File: config.mk
export PLATFORM = sky130hd
export DESIGN_NAME = swc_global_ctrl
export DESIGN_NICKNAME = d
export VERILOG_FILES = /design/src/swc_pkg.sv /design/src/swc_strap_if.sv /design/src/swc_strap_latch.sv /design/src/swc_global_ctrl.sv
export VERILOG_INCLUDE_DIRS = /design/src
export SDC_FILE = /design/constraint.sdc
export NUM_CORES = 1
export LEC_CHECK = 0
export ABC_AREA = 1
export BUFFER_PORTS_ARGS = -buffer_cell sky130_fd_sc_hd__buf_2
export CAP_MARGIN = 5
export CORE_UTILIZATION = 56
export DETAILED_ROUTE_END_ITERATION = 8
export PLACE_DENSITY_LB_ADDON = 0.25
export SLEW_MARGIN = 15
export SYNTH_ARGS = -nofsm -noshare
export SYNTH_HDL_FRONTEND = slang
export SYNTH_HIERARCHICAL = 1
export SYNTH_SLANG_ARGS = --single-unit
File: constraint.sdc
create_clock -name clk -period 4.35 [get_ports clk]
set_clock_uncertainty 0.05 [all_clocks]
set_input_delay 0.87 -clock clk [delete_from_list [all_inputs] [get_ports clk]]
set_output_delay 0.87 -clock clk [all_outputs]
set_load 0.05 [all_outputs]
File: src/swc_regs.svh
`ifndef SWC_REGS_SVH
`define SWC_REGS_SVH

// Register indices; byte address is four times the index
`define SWC_IDX_STRAP 12'h210
`define SWC_IDX_OPER 12'h300
`define SWC_IDX_ADDR0 12'h302
`define SWC_IDX_ADDR1 12'h303
`define SWC_IDX_ADDR2 12'h304
`define SWC_IDX_ADDR3 12'h305
`define SWC_IDX_ADDR4 12'h306
`define SWC_IDX_ADDR5 12'h307
`define SWC_IDX_MFL 12'h308
`define SWC_IDX_TAG 12'h30a
`define SWC_IDX_CBS 12'h30e
`define SWC_ADDR_W 14

// Field positions
`define SWC_OPER_DTAG 7
`define SWC_OPER_SRST 1
`define SWC_OPER_START 0
`define SWC_CBS_SHAPE 1
`define SWC_CBS_POLICE 0
`define SWC_STRAP_LED_A0 0
`define SWC_MFL_LEN_W 14

// Reset values
`define SWC_RST_DTAG 1'b0
`define SWC_RST_ADDR3 8'hff
`define SWC_RST_ADDR4 8'hff
`define SWC_RST_ADDR5 8'hff
`define SWC_RST_MFL 14'h07d0
`define SWC_RST_MFL_RSV 2'h0
`define SWC_RST_TAG 16'h9100
`define SWC_RST_SHAPE 1'b0
`define SWC_RST_POLICE 1'b1

// Strap settle time in clock cycles after reset release
`define SWC_STRAP_SETTLE 3'd4

`endif

File: src/swc_pkg.sv
package swc_pkg;

   typedef logic [3:0] swc_strap_t;
   typedef logic [47:0] swc_mac_t;
   typedef logic [7:0] swc_byte_t;

   typedef enum logic [0:0]
   {
      SWC_BUS_IDLE = 1'b0,
      SWC_BUS_ANS = 1'b1
   } swc_bus_st_t;

endpackage

File: src/swc_strap_if.sv
interface swc_strap_if;
   swc_pkg::swc_strap_t value;
   logic valid;

   modport src (output value, output valid);
   modport dst (input value, input valid);
endinterface

File: src/swc_strap_latch.sv
`include "swc_regs.svh"

module swc_strap_latch (
   // Clock and reset
   input wire logic clk,
   input wire logic rst_n,
   // Strap pins
   input wire logic rxd_b1,
   input wire logic rxd_b0,
   input wire logic led_a1,
   input wire logic led_a0,
   // Latched straps
   swc_strap_if.src strap
);
   import swc_pkg::*;

   swc_strap_t s1_q;
   swc_strap_t s2_q;
   swc_strap_t s3_q;
   logic [2:0] settle_q;

   // Pins are asynchronous; only the second stage reads the first
   always_ff @(posedge clk)
   begin
      if (!rst_n)
      begin
         s1_q <= 4'h0;
         s2_q <= 4'h0;
         s3_q <= 4'h0;
      end
      else
      begin
         s1_q <= {rxd_b1, rxd_b0, led_a1, led_a0};
         s2_q <= s1_q;
         s3_q <= s2_q;
      end
   end

   // Caught once after hardware reset; soft reset never recaptures
   always_ff @(posedge clk)
   begin
      if (!rst_n)
      begin
         settle_q <= 3'h0;
         strap.valid <= 1'b0;
         strap.value <= 4'h0;
      end
      else if (!strap.valid)
      begin
         if (settle_q != `SWC_STRAP_SETTLE)
            settle_q <= settle_q + 3'h1;
         else if (s2_q == s3_q)
         begin
            strap.value <= s3_q;
            strap.valid <= 1'b1;
         end
      end
   end

   AST_STRAP_HELD: assert property (@(posedge clk) disable iff (!rst_n)
      strap.valid |=> strap.valid && $stable(strap.value))
      else $error("Strap value changed after capture");

endmodule

File: src/swc_global_ctrl.sv
// What this block does
// - Read-only bits 3:0 show latched straps rxd_b1, rxd_b0, led_a1, led_a0.
// - Operation bit 7 enables double tagging; resets to zero.
// - Writing operation bit 1 restores defaults except straps, then self-clears.
// - Operation bit 0 low blocks all forwarding; high lets switching run.
// - Start bit reset value comes from the led_a0 strap.
// - Own address feeds pause frame source and self-address filtering.
// - 14-bit maximum frame length, reset 0x07d0, longer frames get truncated.
// - 16-bit tag identifier, reset 0x9100, default and outer provider tag.
// - Shaper strategy bit 1 adds gap and preamble to shaper credit; reset 0.
// - Shaper strategy bit 0 adds gap and preamble to policing; reset 1.
`include "swc_regs.svh"

module swc_global_ctrl #(
   // Reset value of the top three address bytes; arbitrary
   parameter logic [23:0] OWN_ADDR_HI_RST = 24'h025a3c
) (
   // Clock and reset
   input wire logic clk,
   input wire logic rst_n,
   // Strap pins
   input wire logic rxd_b1,
   input wire logic rxd_b0,
   input wire logic led_a1,
   input wire logic led_a0,
   // Avalon-MM slave
   input wire logic [`SWC_ADDR_W-1:0] avs_address,
   input wire logic avs_read,
   input wire logic avs_write,
   input wire logic [3:0] avs_byteenable,
   input wire logic [31:0] avs_writedata,
   output logic [31:0] avs_readdata,
   output logic avs_waitrequest,
   // Switch controls
   output logic switch_enable,
   output logic double_tag_en,
   output logic soft_reset_busy,
   output swc_pkg::swc_mac_t own_addr,
   output logic [`SWC_MFL_LEN_W-1:0] max_frame_length,
   output logic [15:0] provider_tag,
   output logic shaper_credit_full,
   output logic police_credit_full
);
   import swc_pkg::*;

   swc_strap_if strap ();

   swc_bus_st_t bus_q;
   logic wait_q;
   logic [31:0] rdata_q;
   logic [31:0] rd_mux;
   logic take;
   logic wr_take;
   logic cfg_rst;
   logic strap_seen_q;
   logic strap_load;
   logic srst_q;
   logic start_q;
   logic dtag_q;
   swc_byte_t addr_q [6];
   logic [`SWC_MFL_LEN_W-1:0] mfl_q;
   logic [1:0] mfl_rsv_q;
   logic [15:0] tag_q;
   logic shape_q;
   logic police_q;

   function automatic logic hit(input logic [`SWC_ADDR_W-1:0] a, input logic [11:0] idx);
      return a == {idx, 2'b00};
   endfunction

   function automatic swc_byte_t merge(input swc_byte_t old, input swc_byte_t nw,
                                       input logic en);
      return en ? nw : old;
   endfunction

   swc_strap_latch u_strap (
      .clk(clk),
      .rst_n(rst_n),
      .rxd_b1(rxd_b1),
      .rxd_b0(rxd_b0),
      .led_a1(led_a1),
      .led_a0(led_a0),
      .strap(strap.src)
   );

   // Bus answers one cycle after a request; the write lands on the answer edge
   assign take = (bus_q == SWC_BUS_ANS);
   assign wr_take = take && avs_write;
   assign cfg_rst = !rst_n || srst_q;
   assign strap_load = strap.valid && !strap_seen_q;

   always_ff @(posedge clk)
   begin
      if (!rst_n)
      begin
         bus_q <= SWC_BUS_IDLE;
         wait_q <= 1'b1;
         rdata_q <= 32'h0;
      end
      else
      begin
         case (bus_q)
            SWC_BUS_IDLE:
            begin
               if (avs_read || avs_write)
               begin
                  bus_q <= SWC_BUS_ANS;
                  wait_q <= 1'b0;
                  rdata_q <= avs_read ? rd_mux : 32'h0;
               end
            end
            SWC_BUS_ANS:
            begin
               bus_q <= SWC_BUS_IDLE;
               wait_q <= 1'b1;
            end
            default:
            begin
               bus_q <= SWC_BUS_IDLE;
               wait_q <= 1'b1;
            end
         endcase
      end
   end

   // Unmapped addresses read zero; reserved bits are zero-filled except length bits 15:14, which read back as written
   always_comb
   begin
      rd_mux = 32'h0;
      if (hit(avs_address, `SWC_IDX_STRAP))
         rd_mux = {28'h0, strap.value};
      else if (hit(avs_address, `SWC_IDX_OPER))
         rd_mux = {24'h0, dtag_q, 5'h00, srst_q, start_q};
      else if (hit(avs_address, `SWC_IDX_MFL))
         rd_mux = {16'h0, mfl_rsv_q, mfl_q};
      else if (hit(avs_address, `SWC_IDX_TAG))
         rd_mux = {16'h0, tag_q};
      else if (hit(avs_address, `SWC_IDX_CBS))
         rd_mux = {30'h0, shape_q, police_q};
      else
      begin
         for (int i = 0; i < 6; i++)
         begin
            if (hit(avs_address, `SWC_IDX_ADDR0 + 12'(i)))
               rd_mux = {24'h0, addr_q[i]};
         end
      end
   end

   // Self-clearing: high for one cycle, then the next edge restores defaults
   always_ff @(posedge clk)
   begin
      if (cfg_rst)
         srst_q <= 1'b0;
      else if (wr_take && hit(avs_address, `SWC_IDX_OPER) && avs_byteenable[0])
         srst_q <= avs_writedata[`SWC_OPER_SRST];
   end

   always_ff @(posedge clk)
   begin
      if (!rst_n)
         strap_seen_q <= 1'b0;
      else if (strap.valid)
         strap_seen_q <= 1'b1;
   end

   // Start default is the strap; held off until the strap is caught
   always_ff @(posedge clk)
   begin
      if (!rst_n)
         start_q <= 1'b0;
      else if (srst_q || strap_load)
         start_q <= strap.value[`SWC_STRAP_LED_A0];
      else if (wr_take && hit(avs_address, `SWC_IDX_OPER) && avs_byteenable[0])
         start_q <= avs_writedata[`SWC_OPER_START];
   end

   always_ff @(posedge clk)
   begin
      if (cfg_rst)
         dtag_q <= `SWC_RST_DTAG;
      else if (wr_take && hit(avs_address, `SWC_IDX_OPER) && avs_byteenable[0])
         dtag_q <= avs_writedata[`SWC_OPER_DTAG];
   end

   always_ff @(posedge clk)
   begin
      if (cfg_rst)
      begin
         addr_q[0] <= OWN_ADDR_HI_RST[23:16];
         addr_q[1] <= OWN_ADDR_HI_RST[15:8];
         addr_q[2] <= OWN_ADDR_HI_RST[7:0];
         addr_q[3] <= `SWC_RST_ADDR3;
         addr_q[4] <= `SWC_RST_ADDR4;
         addr_q[5] <= `SWC_RST_ADDR5;
      end
      else if (wr_take)
      begin
         for (int i = 0; i < 6; i++)
         begin
            if (hit(avs_address, `SWC_IDX_ADDR0 + 12'(i)))
               addr_q[i] <= merge(addr_q[i], avs_writedata[7:0], avs_byteenable[0]);
         end
      end
   end

   // Full 14 bits stored so jumbo lengths up to 9000 fit
   always_ff @(posedge clk)
   begin
      if (cfg_rst)
      begin
         mfl_q <= `SWC_RST_MFL;
         mfl_rsv_q <= `SWC_RST_MFL_RSV;
      end
      else if (wr_take && hit(avs_address, `SWC_IDX_MFL))
      begin
         if (avs_byteenable[0])
            mfl_q[7:0] <= avs_writedata[7:0];
         if (avs_byteenable[1])
         begin
            mfl_q[13:8] <= avs_writedata[13:8];
            mfl_rsv_q <= avs_writedata[15:14];
         end
      end
   end

   always_ff @(posedge clk)
   begin
      if (cfg_rst)
         tag_q <= `SWC_RST_TAG;
      else if (wr_take && hit(avs_address, `SWC_IDX_TAG))
      begin
         tag_q[7:0] <= merge(tag_q[7:0], avs_writedata[7:0], avs_byteenable[0]);
         tag_q[15:8] <= merge(tag_q[15:8], avs_writedata[15:8], avs_byteenable[1]);
      end
   end

   always_ff @(posedge clk)
   begin
      if (cfg_rst)
      begin
         shape_q <= `SWC_RST_SHAPE;
         police_q <= `SWC_RST_POLICE;
      end
      else if (wr_take && hit(avs_address, `SWC_IDX_CBS) && avs_byteenable[0])
      begin
         shape_q <= avs_writedata[`SWC_CBS_SHAPE];
         police_q <= avs_writedata[`SWC_CBS_POLICE];
      end
   end

   // Outputs straight from flops
   assign avs_readdata = rdata_q;
   assign avs_waitrequest = wait_q;
   assign switch_enable = start_q;
   assign double_tag_en = dtag_q;
   assign soft_reset_busy = srst_q;
   assign own_addr = {addr_q[0], addr_q[1], addr_q[2], addr_q[3], addr_q[4], addr_q[5]};
   assign max_frame_length = mfl_q;
   assign provider_tag = tag_q;
   assign shaper_credit_full = shape_q;
   assign police_credit_full = police_q;

   AST_ONE_WAIT_CYCLE: assert property (@(posedge clk) disable iff (!rst_n)
      (bus_q == SWC_BUS_IDLE) && (avs_read || avs_write)
      |=> !avs_waitrequest ##1 avs_waitrequest)
      else $error("Answer not given after exactly one wait cycle");

   AST_STRAP_READ: assert property (@(posedge clk) disable iff (!rst_n)
      (bus_q == SWC_BUS_IDLE) && avs_read && hit(avs_address, `SWC_IDX_STRAP)
      |=> avs_readdata == {28'h0, $past(strap.value)})
      else $error("Strap readback wrong");

   AST_DTAG_WRITE: assert property (@(posedge clk) disable iff (!rst_n)
      wr_take && !srst_q && hit(avs_address, `SWC_IDX_OPER) && avs_byteenable[0]
      |=> double_tag_en == $past(avs_writedata[`SWC_OPER_DTAG]))
      else $error("Double tag bit not written");

   AST_SRST_DEFAULTS: assert property (@(posedge clk) disable iff (!rst_n)
      srst_q |=> !srst_q && !double_tag_en && max_frame_length == `SWC_RST_MFL
      && provider_tag == `SWC_RST_TAG && own_addr[47:24] == OWN_ADDR_HI_RST
      && own_addr[23:0] == {`SWC_RST_ADDR3, `SWC_RST_ADDR4, `SWC_RST_ADDR5}
      && !shaper_credit_full && police_credit_full)
      else $error("Soft reset did not restore defaults");

   AST_START_GATE: assert property (@(posedge clk) disable iff (!rst_n)
      wr_take && !srst_q && !strap_load && hit(avs_address, `SWC_IDX_OPER)
      && avs_byteenable[0] && !avs_writedata[`SWC_OPER_START] && !avs_writedata[`SWC_OPER_SRST]
      |=> !switch_enable [*2])
      else $error("Switch enable not cleared by write");

   AST_START_STRAP: assert property (@(posedge clk) disable iff (!rst_n)
      strap_load || srst_q |=> switch_enable == $past(strap.value[0]))
      else $error("Start bit not taken from strap");

   AST_ADDR_ORDER: assert property (@(posedge clk) disable iff (!rst_n)
      wr_take && !srst_q && hit(avs_address, `SWC_IDX_ADDR0) && avs_byteenable[0]
      |=> own_addr[47:40] == $past(avs_writedata[7:0]))
      else $error("Top address byte not at lowest register");

   AST_MFL_WRITE: assert property (@(posedge clk) disable iff (!rst_n)
      wr_take && !srst_q && hit(avs_address, `SWC_IDX_MFL) && avs_byteenable[1:0] == 2'b11
      |=> max_frame_length == $past(avs_writedata[13:0])
      && mfl_rsv_q == $past(avs_writedata[15:14]))
      else $error("Length register write lost");

   AST_CBS_READ: assert property (@(posedge clk) disable iff (!rst_n)
      (bus_q == SWC_BUS_IDLE) && avs_read && hit(avs_address, `SWC_IDX_CBS)
      |=> avs_readdata[31:2] == 30'h0 && avs_readdata[1:0] == $past({shaper_credit_full,
      police_credit_full}))
      else $error("Strategy register readback wrong");

endmodule

# --- Word-level counts from Yosys, hierarchy flattened ---
# Memories as Yosys holds them, arrays and structs flattened.
# Cells that the tools add are included.
op_classes:
  n_addsub: 1
  eq_ne: 14
  muxes: 59
  bitwise: 9
  n_reduce_logical: 21
ops:
  columns: ["cell", "n"]
  rows:
  - ["$mux 32", 11]
  - ["$eq 14x12->1 const B", 11]
  - ["$mux 8", 13]
  - ["$mux 1", 33]
  - ["$reduce_and 2->1", 6]
  - ["$logic_and 1x1->1", 8]
  - ["$or 1x1->1", 6]
  - ["$eq 4x4->1", 1]
  - ["$pmux 1 s2", 2]
  - ["$add 3x1->3 const B", 1]
  - ["$logic_or 1x1->1", 3]
  - ["$ne 3x3->1 const B", 1]
  - ["$not 1->1", 3]
  - ["$reduce_and 3->1", 1]
  - ["$logic_not 1->1", 2]
  - ["$ne 2x2->1 const B", 1]
  - ["$reduce_bool 2->1", 1]
totals:
  register_bits: 92
  ram_bits: 48
  in_bits: 58
  out_inout_bits: 116
  wordCells: 125
  memories: 1
mem_list:
  columns: ["memory", "words", "width", "read_ports", "rd_ports_with_merged_regs", "write_ports", "line", "rtl"]
  rows:
  - ["addr_q", 6, 8, 6, 0, 6, "swc_global_ctrl.sv:60", "swc_byte_t addr_q [6];"]

# --- Depth between registers and ports, before layout ---
depth:
  depth_word: 13
  mapped_depth: 14
  mapped_depth_nobuf: 14

# --- Cells and area by module ---
# Netlist, hierarchy kept.
by_module_without_submodules:
  columns: ["mod", "n_inst", "cells_each", "area_each_um2", "seq_area_each_um2"]
  rows:
  - ["swc_global_ctrl", 1, 606, 4971.0, 2562.5]
  - ["swc_strap_latch", 1, 111, 799.5, 400.4]

# --- Worst setup path after synthesis ---
# No wires, ideal clock.
synth_timing:
  path_type: "input -> register"
  startpoint: "input port avs_address[9]"
  endpoint: "memory addr_q[4][0] in the netlist's numbering (enable)"
  setup_time_ps: 384
  t_arrival_ps: 2167
  t_required_ps: 3916
  setup_slack_ps: 1749
  stages: 7
  n_path_buf: 0
  path_cell_list: "nor2_2 -> nand2_2 -> nor2_8 -> nand2_2 -> nor2_4 -> inv_1 -> o21ai_0"
synth_lines:
  columns: ["element", "line", "rtl"]
  rows:
  - ["start, declared", "swc_global_ctrl.sv:27", "input wire logic [`SWC_ADDR_W-1:0] avs_address,"]
  - ["end, declared", "swc_global_ctrl.sv:60", null]

==> impl_metrics.ini <==
[synth]
syn_area_per_cell_um2 = 8.05
netlist_area_um2 = 5770
ys_seq_elements = 124
synth.distinct_cells = 41
yosysSeqAreaShare_pct = 51.3
syn_inst = 717
ys_warn_count = 6

[detailed_routing]
viasPerCell = 5.34
route.detailed.drc = 0
ant_nets = 0
routed_wl_um = 15800
post_drt_wl_per_cell_um = 15.7
firstDrtPassIters = 5
drtIter0Drc = 514
num_vias = 5368

[setup_path]
regToRegSetupSlack_ns = 2.08
crit_top_cell = inv_1
critical-path-slowest-cell = nor2_1
ff2ff_path_depth = 4
cp-end-kind = flop
crit_fanout = 22
cpLargestDelayFamily = buffers and inverters
max_stage_delay_ns = 0.45
critPathKind = in2reg
cp_num_buf_inv = 4
cp-start-kind = primary input
crit_chain = buf_2, inv_1, nor2_2, inv_1, nor2_1, inv_1, nor2_1, nand2_1
r2r_start = bus_q
r2r-end = addr_q[2][4]
timing.critical_path.required_ns = 4.55
arrival_ns = 2.86

[finish]
multi_input_area_um2 = 2180
drive_gt1_share_pct = 24.9
register_area_um2 = 2960
n_antenna_cell = 0
nFillCells = 736
layout.nets = 919
syn2layout_area_growth_pct = 22.5

[floorplan]
chipHeight_um = 104
io-pin-count = 174
core_area_um2 = 9860
initial_core_util_pct = 58.5
dieArea_um2 = 10700
die_w_um = 104
rows = 36

[hold_path]
hold_start = u_strap/s1_q[1]
hold_depth = 2
holdPathEnd = u_strap/s2_q[1]
hold_path_class = reg2reg

[place]
dpl.hpwl_um = 11400
gp_congestion = 0.917
io_buffer_count = 139

[clock_tree]
cts_made_buffers = 17
cts_root_buffer = clkbuf_8
cts_hold_buf = 0
cts_tree = done
clk-insertion-delay-late_ns = 0.53
path_clk_slew_ns = 0.06
post_cts_buffers = 0
clk_path_buf_depth = 2
cts.repair.resized = 0
htree_levels = 4
cts.sinks = 124

[power]
p_leak_nw = 3.11
p_total_mw = 2.81
p_per_area_nw_per_um2 = 398
max-vdd-ir-drop_mv = 0.370

[timing]
rsz0062_at_grt = no
timing.slew.headroom_pct = 25.6
setup_viol = 0
fmax_ghz = 0.376
fin_tns_setup_ns = 0
slew_violations = 0
final_hold_viol_count = 0
fin_crit_sh_pct = 61.2
worstMarginPinSlew_ns = 1.11
fin_crit_ns = 2.66

[grt]
grt_antenna_before_repair = 0
grt_pass1_vias = 5124
grt_max_degree = 36
gr-usage-all-layers_pct = 30.3
overflow = 0
grt_pass1_wl_um = 25100

[status]
status = completed

[flow_run]
max_cap_violations = 0
-- per-layer routing --
layer | share of wire [%] | vias up | global-route usage, %
met5 | 0 | - | 0
met1 | 40 | 2463 | 37.4
met3 | 8.6 | 47 | 6.73
met4 | 4.0 | 0 | 14.8
li1 | - | 2564 | -
met2 | 48 | 294 | 50.2
-- worst register-to-register path, cell delays in order, from the launching register on --
cell and delay [ns]:
dfxtp_1 0.34, nand2_1 0.15, nor2_1 0.28, inv_1 0.20
o21ai_0 0.87
-- synth_stat cells, drive strengths merged --
library cell | instances | share of area, %
a31o | 1 | 0.15
inv | 116 | 7.5
clkbuf | 8 | 0.52
edfxtp | 48 | 25
nand3b | 1 | 0.13
conb | 1 | 0.065
ha | 2 | 0.43
nand4 | 19 | 2.1
or2 | 6 | 0.65
and3 | 1 | 0.11
nor4 | 3 | 0.43
o22ai | 5 | 0.54
a211oi | 6 | 0.78
buf | 27 | 3.6
nand2 | 194 | 13
a21oi | 44 | 3.9
nor3 | 5 | 0.52
a22o | 1 | 0.15
nor2 | 63 | 5.1
o21bai | 2 | 0.26
o21ai | 47 | 4.1
o211ai | 8 | 1.0
nand3 | 31 | 3.3
clkinv | 2 | 0.17
dfxtp | 76 | 26
-- stage by stage --
step / cell area, um^2 / utilization [%] / worst slack, ns / cells / hold WS [ns]
floorplan: 5830 / - / 1.75 / 732 / 0.340
global placement: 6480 / 65.7 / 1.28 / 973 / 0.343
finish: 7070 / 71.7 / 1.69 / 1005 / 0.361
detailed placement: 6480 / 65.7 / 1.20 / 973 / 0.346
CTS: 7070 / 71.7 / 1.72 / 1005 / 0.359
global route: 7070 / 71.7 / 1.43 / 1005 / 0.374
-- how the worst max path moves through the flow --
stage / from / endpoint / cells past startpoint
final: rst_n / addr_q[5][5] / 8
after floorplan: avs_address[9] / addr_q[4][0] / 7
after detailed placement: rst_n / addr_q[4][6] / 8
after global routing: rst_n / addr_q[5][5] / 8
after CTS: rst_n / addr_q[5][5] / 8
after global placement: rst_n / addr_q[4][2] / 8
-- placed cells by master, fill, tap and decap left out, types with 4 or more instances in the layout --
cell	instances
nand2_1	185
buf_2	139
inv_1	110
dfxtp_1	76
nor2_1	50
edfxtp_1	48
a21oi_1	42
o21ai_0	40
nand3_1	26
nand4_1	19
clkbuf_16	18
conb_1	16
nor2_2	10
nand2_2	8
o211ai_1	8
o21ai_1	7
inv_2	6
a211oi_1	6
o22ai_1	5
nand3_2	4
clkinv_2	4
nor3_1	4
or2_2	4
clkbuf_8	4
buf_4	4
-- cell type report --
type	count	area share [%]
clock buffer	24	7.26
clock inverter	8	1.08
sequential	124	41.9
timing repair buffer	143	10.3
tap	133	2.35
multi-input combinational	455	30.8
inverter	118	6.30
-- cell families (layout without fill, tap and decap cells) --
family | Yosys count | after routing | synth area share (%)
AO/OA/AOI/OAI | 114 | 114 | 10.9
buffers and inverters | 153 | 293 | 11.9
other | 1 | 16 | 0.0650
AND/OR/NAND/NOR | 323 | 323 | 25.3
adder cells (fa/ha/maj) | 2 | 2 | 0.434
flip-flops | 124 | 124 | 51.3
-- sequential cells by signal, indices dropped and copies added, names as in the netlist, 4 cells and up --
name and cells:
max_frame_length 14, u_strap/s1_q 4, provider_tag 16, addr_q 48
u_strap/s3_q 4, u_strap/s2_q 4, avs_readdata 16, u_strap/strap.value 4
-- power by group --
part | switching, mW | internal, mW | total (mW) | leakage, nW
Sequential | 0.0107 | 1.22 | 1.23 | 0.998
Clock | 0.513 | 0.872 | 1.38 | 0.289
Combinational | 0.151 | 0.0437 | 0.194 | 1.82
Note: power is estimated with default switching activity, not from simulation.
